**src/hdl/cct_pkg.sv**
```systemverilog
package cct_pkg;
    // Register indices; the byte address on the bus is four times the index.
    localparam logic [7:0] IDX_CC_SELECT   = 8'h80;
    localparam logic [7:0] IDX_COUNT       = 8'h84;
    localparam logic [7:0] IDX_SYS_CTRL    = 8'h86;
    localparam logic [7:0] IDX_ACT_HI      = 8'h88;
    localparam logic [7:0] IDX_ACT_LO      = 8'h89;
    localparam logic [7:0] IDX_EDGE_HI     = 8'h8a;
    localparam logic [7:0] IDX_EDGE_LO     = 8'h8b;
    localparam logic [7:0] IDX_CHAN_MASK   = 8'h8c;
    localparam logic [7:0] IDX_MISC_MASK   = 8'h8d;
    localparam logic [7:0] IDX_CHAN_FLAGS  = 8'h8e;
    localparam logic [7:0] IDX_OVF_FLAGS   = 8'h8f;
    localparam logic [7:0] IDX_CHAN0       = 8'h90;
    localparam logic [7:0] IDX_ACC_CTRL    = 8'ha0;
    localparam logic [7:0] IDX_ACC_FLAGS   = 8'ha1;
    localparam logic [7:0] IDX_ACC_COUNT   = 8'ha2;
    localparam int         NUM_CHAN        = 8;
    localparam int         MATCH_CHAN      = 7;

    // Field positions.
    localparam int BIT_TIMER_ON     = 7;
    localparam int BIT_HALT_WAIT    = 6;
    localparam int BIT_HALT_DEBUG   = 5;
    localparam int BIT_FAST_CLEAR   = 4;
    localparam int BIT_OVF_IRQ_EN   = 7;
    localparam int BIT_PULLUP       = 5;
    localparam int BIT_DRIVE_RED    = 4;
    localparam int BIT_CNT_RESET    = 3;
    localparam int BIT_OVF_FLAG     = 7;
    localparam int BIT_ACC_ON       = 6;
    localparam int BIT_ACC_GATED    = 5;
    localparam int BIT_ACC_WRAP     = 1;
    localparam int BIT_ACC_EDGE     = 0;

    // Prescaler and counter limits and values after reset.
    localparam logic [2:0]  PSC_MAX_SEL  = 3'h5;
    localparam logic [5:0]  PSC_DIV64    = 6'h3f;
    localparam logic [15:0] CNT_ALL_ONES = 16'hffff;
    localparam logic [15:0] RST_WORD     = 16'h0000;
    localparam logic [7:0]  RST_BYTE     = 8'h00;
    localparam logic [5:0]  RST_PSC      = 6'h00;
    localparam logic [31:0] RST_RDATA    = 32'h0000_0000;
endpackage

```
**src/hdl/cct_timer.sv**
```systemverilog
// Our own choice: the APB interface to the registers.
`timescale 1ns/100ps
module cct_timer
    import cct_pkg::*;
(
    input  wire logic        clk_sys,
    input  wire logic        rst,
    input  wire logic        psel,
    input  wire logic        penable,
    input  wire logic        pwrite,
    input  wire logic [9:0]  paddr,
    input  wire logic [31:0] pwdata,
    output logic [31:0]      prdata,
    output logic             pready,
    output logic             pslverr,
    input  wire logic        specialMode,
    input  wire logic        waitMode,
    input  wire logic        debugMode,
    input  wire logic [7:0]  timerIn,
    output logic [7:0]       timerOut,
    output logic [7:0]       timerOe,
    output logic             pullupEn,
    output logic             driveReduce,
    output logic [7:0]       irqChannel,
    output logic             irqOverflow,
    output logic             irqAccWrap,
    output logic             irqAccEdge,
    output logic             div64Tick
);
    logic [31:0] prdata_ff;
    logic [7:0]  ccSelect_ff;
    logic [7:0]  sysCtrl_ff;
    logic [15:0] action_ff;
    logic [15:0] edgeSel_ff;
    logic [7:0]  chanMask_ff;
    logic [7:0]  miscMask_ff;
    logic [7:0]  accCtrl_ff;
    logic [15:0] count_ff;
    logic [5:0]  psc_ff;
    logic [2:0]  pscSel_ff;
    logic [7:0]  chanFlag_ff;
    logic        ovfFlag_ff;
    logic [15:0] accCount_ff;
    logic        accWrap_ff;
    logic        accEdge_ff;
    logic [7:0]  prevIn_ff;
    logic [7:0]  pinLevel_ff;
    logic [15:0] chanVal_ff [NUM_CHAN];
    logic [7:0]  idx;
    logic        mapped;
    logic        wrEn;
    logic        rdEn;
    logic        accessEn;
    logic        active;
    logic        tick;
    logic [5:0]  pscMask;
    logic [7:0]  matchHit;
    logic [7:0]  capHit;
    logic        cntReset;
    logic        ovfSet;
    logic        fastClear;
    logic        accEvent;
    logic        accEdgeSet;
    logic [31:0] rdMux;

    // Bus decode; the slave never inserts wait states.
    assign idx      = paddr[9:2];
    assign accessEn = psel & penable;
    assign wrEn     = accessEn & pwrite;
    assign rdEn     = accessEn & ~pwrite;
    assign pready   = 1'b1;
    assign mapped   = (idx == IDX_CC_SELECT) || (idx == IDX_COUNT)
                   || (idx >= IDX_SYS_CTRL && idx <= IDX_MISC_MASK)
                   || (idx >= IDX_CHAN_FLAGS && idx <= IDX_CHAN0 + 8'h07)
                   || (idx >= IDX_ACC_CTRL && idx <= IDX_ACC_COUNT);
    assign pslverr  = accessEn & ~mapped;
    assign prdata   = prdata_ff;
    assign fastClear = sysCtrl_ff[BIT_FAST_CLEAR];

    // Timer runs only when on and not held by a wait or debug halt.
    assign active = sysCtrl_ff[BIT_TIMER_ON]
                 & ~(sysCtrl_ff[BIT_HALT_WAIT] & waitMode)
                 & ~(sysCtrl_ff[BIT_HALT_DEBUG] & debugMode);

    // Stage mask gives division by two to the power of the applied code.
    assign pscMask   = 6'((7'h01 << pscSel_ff) - 7'h01);
    assign tick      = active & ((psc_ff & pscMask) == pscMask);
    assign div64Tick = active & (psc_ff == PSC_DIV64);
    assign pullupEn    = miscMask_ff[BIT_PULLUP];
    assign driveReduce = miscMask_ff[BIT_DRIVE_RED];

    // Channel and overflow requests follow flag and enable level; accumulator requests follow the flag alone.
    assign irqChannel  = chanFlag_ff & chanMask_ff;
    assign irqOverflow = ovfFlag_ff & miscMask_ff[BIT_OVF_IRQ_EN];
    assign irqAccWrap  = accWrap_ff;
    assign irqAccEdge  = accEdge_ff;

    // Channel 7 match resets the count instead of letting it wrap.
    assign cntReset = miscMask_ff[BIT_CNT_RESET] & matchHit[MATCH_CHAN];
    assign ovfSet   = tick & (count_ff == CNT_ALL_ONES) & ~cntReset;

    // Read data is registered in the setup phase, ready in the access phase.
    always_comb begin
        rdMux = RST_RDATA;
        unique case (idx)
            IDX_CC_SELECT:  rdMux[7:0]  = ccSelect_ff;
            IDX_COUNT:      rdMux[15:0] = count_ff;
            IDX_SYS_CTRL:   rdMux[7:0]  = sysCtrl_ff;
            IDX_ACT_HI:     rdMux[7:0]  = action_ff[15:8];
            IDX_ACT_LO:     rdMux[7:0]  = action_ff[7:0];
            IDX_EDGE_HI:    rdMux[7:0]  = edgeSel_ff[15:8];
            IDX_EDGE_LO:    rdMux[7:0]  = edgeSel_ff[7:0];
            IDX_CHAN_MASK:  rdMux[7:0]  = chanMask_ff;
            IDX_MISC_MASK:  rdMux[7:0]  = miscMask_ff;
            IDX_CHAN_FLAGS: rdMux[7:0]  = chanFlag_ff;
            IDX_OVF_FLAGS:  rdMux[BIT_OVF_FLAG] = ovfFlag_ff;
            IDX_ACC_CTRL:   rdMux[7:0]  = accCtrl_ff;
            IDX_ACC_FLAGS:  rdMux[1:0]  = {accWrap_ff, accEdge_ff};
            IDX_ACC_COUNT:  rdMux[15:0] = accCount_ff;
            default: begin
                if (idx >= IDX_CHAN0 && idx <= IDX_CHAN0 + 8'h07) begin
                    rdMux[15:0] = chanVal_ff[idx[2:0]];
                end
            end
        endcase
    end

    always_ff @(posedge clk_sys or posedge rst) begin
        if (rst) begin
            prdata_ff <= RST_RDATA;
        end else if (psel && !penable && !pwrite) begin
            prdata_ff <= rdMux;
        end
    end

    // Plain control registers, writable at any time.
    always_ff @(posedge clk_sys or posedge rst) begin
        if (rst) begin
            ccSelect_ff <= RST_BYTE;
            sysCtrl_ff  <= RST_BYTE;
            action_ff   <= RST_WORD;
            edgeSel_ff  <= RST_WORD;
            chanMask_ff <= RST_BYTE;
            miscMask_ff <= RST_BYTE;
            accCtrl_ff  <= RST_BYTE;
        end else if (wrEn) begin
            unique case (idx)
                IDX_CC_SELECT: ccSelect_ff <= pwdata[7:0];
                IDX_SYS_CTRL:  sysCtrl_ff  <= pwdata[7:0];
                IDX_ACT_HI:    action_ff[15:8]  <= pwdata[7:0];
                IDX_ACT_LO:    action_ff[7:0]   <= pwdata[7:0];
                IDX_EDGE_HI:   edgeSel_ff[15:8] <= pwdata[7:0];
                IDX_EDGE_LO:   edgeSel_ff[7:0]  <= pwdata[7:0];
                IDX_CHAN_MASK: chanMask_ff <= pwdata[7:0];
                IDX_MISC_MASK: miscMask_ff <= pwdata[7:0];
                IDX_ACC_CTRL:  accCtrl_ff  <= pwdata[7:0];
                default: ;
            endcase
        end
    end

    // Prescaler runs while active; a new code waits for all stages zero so
    // the first period after a change is never a truncated one.
    always_ff @(posedge clk_sys or posedge rst) begin
        if (rst) begin
            psc_ff    <= RST_PSC;
            pscSel_ff <= 3'h0;
        end else if (active) begin
            psc_ff <= psc_ff + 6'h01;
            if (psc_ff == RST_PSC) begin
                pscSel_ff <= (miscMask_ff[2:0] > PSC_MAX_SEL) ?
                             PSC_MAX_SEL : miscMask_ff[2:0];
            end
        end
    end

    // Counter; a special-mode write does not touch the prescaler, so the
    // next period may be a short one.
    always_ff @(posedge clk_sys or posedge rst) begin
        if (rst) begin
            count_ff <= RST_WORD;
        end else if (wrEn && idx == IDX_COUNT) begin
            if (specialMode) begin
                count_ff <= pwdata[15:0];
            end
        end else if (tick) begin
            count_ff <= cntReset ? RST_WORD : count_ff + 16'h0001;
        end
    end

    // Overflow flag: hardware set wins over any clear in the same cycle.
    always_ff @(posedge clk_sys or posedge rst) begin
        if (rst) begin
            ovfFlag_ff <= 1'b0;
        end else if (ovfSet) begin
            ovfFlag_ff <= 1'b1;
        end else if (wrEn && idx == IDX_OVF_FLAGS
                     && pwdata[BIT_OVF_FLAG]) begin
            ovfFlag_ff <= 1'b0;
        end else if (accessEn && fastClear && idx == IDX_COUNT) begin
            ovfFlag_ff <= 1'b0;
        end
    end

    // Per-channel capture, compare, flag and pin logic.
    generate
        for (genvar i = 0; i < NUM_CHAN; i++) begin : g_chan
            logic isCmp;
            logic rise;
            logic fall;
            logic chanWr;
            logic flagClr;
            logic [1:0] act;
            logic [1:0] edg;
            assign isCmp  = ccSelect_ff[i];
            assign act    = action_ff[2*i+1 -: 2];
            assign edg    = edgeSel_ff[2*i+1 -: 2];
            assign rise   = timerIn[i] & ~prevIn_ff[i];
            assign fall   = ~timerIn[i] & prevIn_ff[i];
            assign chanWr = wrEn && idx == IDX_CHAN0 + 8'(i);
            assign matchHit[i] = isCmp & tick
                               & (count_ff == chanVal_ff[i]);
            assign capHit[i] = ~isCmp & ((edg[0] & rise)
                             | (edg[1] & fall));
            assign flagClr = (wrEn && idx == IDX_CHAN_FLAGS && pwdata[i])
                || (fastClear && ((chanWr && isCmp)
                || (rdEn && idx == IDX_CHAN0 + 8'(i) && !isCmp)));
            assign timerOe[i]  = |act;
            assign timerOut[i] = pinLevel_ff[i];

            // Capture latches the count; writes only land in compare mode.
            always_ff @(posedge clk_sys or posedge rst) begin
                if (rst) begin
                    chanVal_ff[i] <= RST_WORD;
                end else if (capHit[i]) begin
                    chanVal_ff[i] <= count_ff;
                end else if (chanWr && isCmp) begin
                    chanVal_ff[i] <= pwdata[15:0];
                end
            end

            // Set by a match or capture, beating a clear in the same cycle.
            always_ff @(posedge clk_sys or posedge rst) begin
                if (rst) begin
                    chanFlag_ff[i] <= 1'b0;
                end else if (matchHit[i] || capHit[i]) begin
                    chanFlag_ff[i] <= 1'b1;
                end else if (flagClr) begin
                    chanFlag_ff[i] <= 1'b0;
                end
            end

            // Pin action on a match.
            always_ff @(posedge clk_sys or posedge rst) begin
                if (rst) begin
                    pinLevel_ff[i] <= 1'b0;
                end else if (matchHit[i]) begin
                    unique case (act)
                        2'b00: pinLevel_ff[i] <= pinLevel_ff[i];
                        2'b01: pinLevel_ff[i] <= ~pinLevel_ff[i];
                        2'b10: pinLevel_ff[i] <= 1'b0;
                        2'b11: pinLevel_ff[i] <= 1'b1;
                    endcase
                end
            end
        end
    endgenerate

    // Previous pin levels for edge detection.
    always_ff @(posedge clk_sys or posedge rst) begin
        if (rst) begin
            prevIn_ff <= RST_BYTE;
        end else begin
            prevIn_ff <= timerIn;
        end
    end

    // Pulse accumulator on pin 7: event edges, or gated divide-by-64 ticks.
    assign accEvent = accCtrl_ff[BIT_ACC_ON] & (accCtrl_ff[BIT_ACC_GATED] ?
                      (div64Tick & timerIn[MATCH_CHAN])
                    : (timerIn[MATCH_CHAN] & ~prevIn_ff[MATCH_CHAN]));
    assign accEdgeSet = accCtrl_ff[BIT_ACC_ON] & (accCtrl_ff[BIT_ACC_GATED] ?
                      (~timerIn[MATCH_CHAN] & prevIn_ff[MATCH_CHAN])
                    : (timerIn[MATCH_CHAN] & ~prevIn_ff[MATCH_CHAN]));

    always_ff @(posedge clk_sys or posedge rst) begin
        if (rst) begin
            accCount_ff <= RST_WORD;
        end else if (wrEn && idx == IDX_ACC_COUNT) begin
            accCount_ff <= pwdata[15:0];
        end else if (accEvent) begin
            accCount_ff <= accCount_ff + 16'h0001;
        end
    end

    // Accumulator flags; a set beats a clear in the same cycle.
    always_ff @(posedge clk_sys or posedge rst) begin
        if (rst) begin
            accWrap_ff <= 1'b0;
            accEdge_ff <= 1'b0;
        end else begin
            if (accEvent && accCount_ff == CNT_ALL_ONES
                && !(wrEn && idx == IDX_ACC_COUNT)) begin
                accWrap_ff <= 1'b1;
            end else if ((wrEn && idx == IDX_ACC_FLAGS && pwdata[BIT_ACC_WRAP])
                     || (accessEn && fastClear && idx == IDX_ACC_COUNT)) begin
                accWrap_ff <= 1'b0;
            end
            if (accEdgeSet) begin
                accEdge_ff <= 1'b1;
            end else if ((wrEn && idx == IDX_ACC_FLAGS && pwdata[BIT_ACC_EDGE])
                     || (accessEn && fastClear && idx == IDX_ACC_COUNT)) begin
                accEdge_ff <= 1'b0;
            end
        end
    end
endmodule // cct_timer

```
**config.mk**
```make
export PLATFORM = sky130hd
export DESIGN_NAME = cct_timer
export DESIGN_NICKNAME = d
export VERILOG_FILES = /design/src/hdl/cct_pkg.sv /design/src/hdl/cct_timer.sv
export SDC_FILE = /design/constraint.sdc
export NUM_CORES = 1
export LEC_CHECK = 0
export BUFFER_PORTS_ARGS = -buffer_cell sky130_fd_sc_hd__buf_4
export CORE_ASPECT_RATIO = 0.6
export CORE_MARGIN = 2
export CORE_UTILIZATION = 60
export DETAILED_ROUTE_END_ITERATION = 10
export PLACE_DENSITY_LB_ADDON = 0.3
export SKIP_CTS_REPAIR_TIMING = 1
export SLEW_MARGIN = 0
export SYNTH_ARGS = -nofsm -noshare
export SYNTH_HDL_FRONTEND = slang
export SYNTH_SLANG_ARGS = --single-unit
```
**constraint.sdc**
```tcl
create_clock -name clk_sys -period 13.8 [get_ports clk_sys]
set_input_delay 2.76 -clock clk_sys [delete_from_list [all_inputs] [get_ports clk_sys]]
set_output_delay 2.76 -clock clk_sys [all_outputs]
set_load 0.02 [all_outputs]
```
==> results.md <==
- CP Class: in2out
- Grt total ovfl: 0
- Placed inst area: 17,900 um2
- Leak pwr: 0.00789 uW
- Critical path endpoint category: primary output
- Remaining antenna violation count after routing: 0
- Final cell count without fillers: 2,129
- Worst Slack Setup Final: 6230 ps
- Vias: 14,500
- Clock tree buffer depth: 3
- Post-DP HPWL: 41,200 um
- VDD IR max: 0.0884 mV
- Main synth FF type: dfrtp_1
- Vias in the first global route: 13,800
- Fin crit period: 7570 ps
- Synth Area per Inst: 9.91 um2
- TritonCTS sink count: 284
- Post-DR vias/cell: 6.83
- Site Rows: 47
- Slew HR: 1.51%
- IO Count: 122
- Final Slew Violations: 0
- Simple-gate share of the synthesized area: 14.0%
- Largest family of logic cells by synthesized area: multiplexers
- Number of I/O port buffers: 86
- DRT Pass-1 Iters: 9
- Final hold viol count: 0
- Synth top area share: 41.4%
- Met1 WL: 24,900 um
- Initial antenna violation count: 1
- Die Y: 135 um
- F_max: 0.132 GHz
- Number of synthesized flops with an enable pin: 0
- Worst skew pair latency: 580 ps
- Most instantiated cells after synthesis: 284 x dfrtp_1, 160 x nand2_1, 142 x mux2i_1, 117 x o21ai_0, 115 x xor2_1
- RePlAce Congestion: 0.993
- CTS HTree Levels: 1
- CTS clk-pin slew, worst paths: 60 ps
- DR iter-0 viols: 2,176
- Flops & latches, synth: 284
- # DRC: 0
- Count leader, synth: dfrtp_1
- Failing checks: max-capacitance violations
- Required @ worst endpoint: 11,040 ps
- Warnings from Yosys: 0
- Post-Route Setup TNS: 0 ps
- DP Cell Count: 2,080
- Synth Area in XOR/XNOR: 8.04%
- Clk_skew: 19.8 ps
- Uppermost layer routed: met4
- Async SR Flop Fraction: 100%
- Mapped cell area: 17,200 um2
- Avg WL per Cell: 27.6 um
- Die width: 222 um
- Adder-cell share of the synthesized area: 0.291%
- Share of cells above drive strength 1: 19.3%
- Outcome: finished with violations
- Hold crit path type: reg2reg
- DR WL met3: 8920 um
- Synth Instances: 1,732
- Nets: 1,804
- Hold_ws: 488 ps
- Pre-CTS setup slack: 6270 ps
- Routed wl met2: 23,500 um
- CTS buffer count: 27
- TritonCTS clock tree: done
- Seq/Total Area, Yosys: 41.4%
- Worst slew pin tran: 1460 ps
- Die area: 30,000 um2
- Number of max-cap violations: 1
- Mux cell area share after synthesis: 17.9%
- Total track usage: 39.1%
- Root Driver: clkbuf_16
- Synth unique cells: 79
- CP arrival: 4810 ps
- Fin area: 18,800 um2
- Largest area contributor in the netlist: dfrtp_1
- First-pass GRT wire length: 87,500 um
- Worst Setup Start Kind: input pin
- Largest net degree at the start of global routing: 142
- Synth-to-layout area growth: 9.52%
- Core ar.: 27,900 um2
- PD cells: 108 nW/um2
- Area contributors post-synth: dfrtp_1 41%, mux2i_1 8.3%, xor2_1 5.9%
- Total Routed Length: 58,800 um
- RSZ-0062 raised after global routing: false
- Final setup vio count: 0
- Critical path peak fanout: 10
- Starting Density: 61.6%
- Synth Area in Compound Gates: 13.1%
- Fin crit share: 54.8%
-- metal layers --
| metal | up-vias | GRT usage [%] |
|---|---|---|
| li1 | 6233 | - |
| met1 | 7238 | 57.1 |
| met2 | 962 | 53.5 |
| met3 | 114 | 16.5 |
| met4 | 0 | 9.28 |
| met5 | - | 0 |
-- stage by stage --
step / util [%] / power, uW
global placement: 64.4 / 1270
global route: 67.5 / 2100
detailed placement: 64.4 / 1280
floorplan: - / 1170
CTS: 67.5 / 2020
finish: 67.5 / 2030
-- state kept, by name, summed over array words and instances, names as in the netlist, 8 cells and up --
signal / flops
miscMask_ff: 8
prdata: 16
sysCtrl_ff: 8
chanMask_ff: 8
accCount_ff: 16
action_ff: 16
chanVal_ff: 128
prevIn_ff: 8
count_ff: 16
chanFlag_ff: 8
edgeSel_ff: 16
accCtrl_ff: 8
ccSelect_ff: 8
timerOut: 8
-- path summary, 6_finish.rpt --
kind	startpoint	end	slack [ps]	cells past startpoint
min in group asynchronous	rst	prdata[11]	2400	2
worst max register to register	count_ff[4]	timerOut[7]	10530	6
worst max-delay path	paddr[6]	pslverr	6230	7
max in group asynchronous	rst	chanVal_ff[71]	8840	4
worst min register to register	prdata[9]	prdata[9]	490	2
worst min-delay path	prdata[9]	prdata[9]	490	2
-- layout make-up --
class                           instances  area (um2)
Inverter                               27         109
Antenna cell                            1        2.50
Multi-Input combinational cell       1270        9280
Timing Repair Buffer                  132         991
Sequential cell                       284        7110
Clock buffer                           42         792
Tap cell                              367         459
Clock inverter                          6        63.8
Fill cell                            2218        9070
-- kinds of logic after synthesis --
group                    Yosys count
flip-flops                       284
other                              2
AND/OR/NAND/NOR                  469
buffers and inverters            193
XOR/XNOR                         156
AO/OA/AOI/OAI                    364
adder cells (fa/ha/maj)            4
multiplexers                     260
-- critical path: stages --
cell	delay (ps)
buf_4	130
or2_2	380
or3_1	540
nor2_4	380
o21ai_0	220
and4_1	250
buf_4	150
-- cell usage in the layout, fill, tap and decap left out, drive strengths merged, types with 48 or more instances in the layout --
master / netlist / final
a21oi: 103 / 103
buf: 83 / 132
dfrtp: 284 / 284
mux2: 89 / 89
mux2i: 142 / 142
nand2: 160 / 160
nand3: 48 / 48
nor2: 83 / 83
o21ai: 138 / 138
xor2: 115 / 115
-- where the power goes --
group / internal, uW / leakage, uW / total [uW] / switching, uW
Sequential: 897 / 0.00381 / 972 / 75.1
Combinational: 122 / 0.00366 / 306 / 183
Clock: 412 / 0.000413 / 757 / 344
Total: 1430 / 0.00789 / 2030 / 603
(Power assumes the default switching activity.)
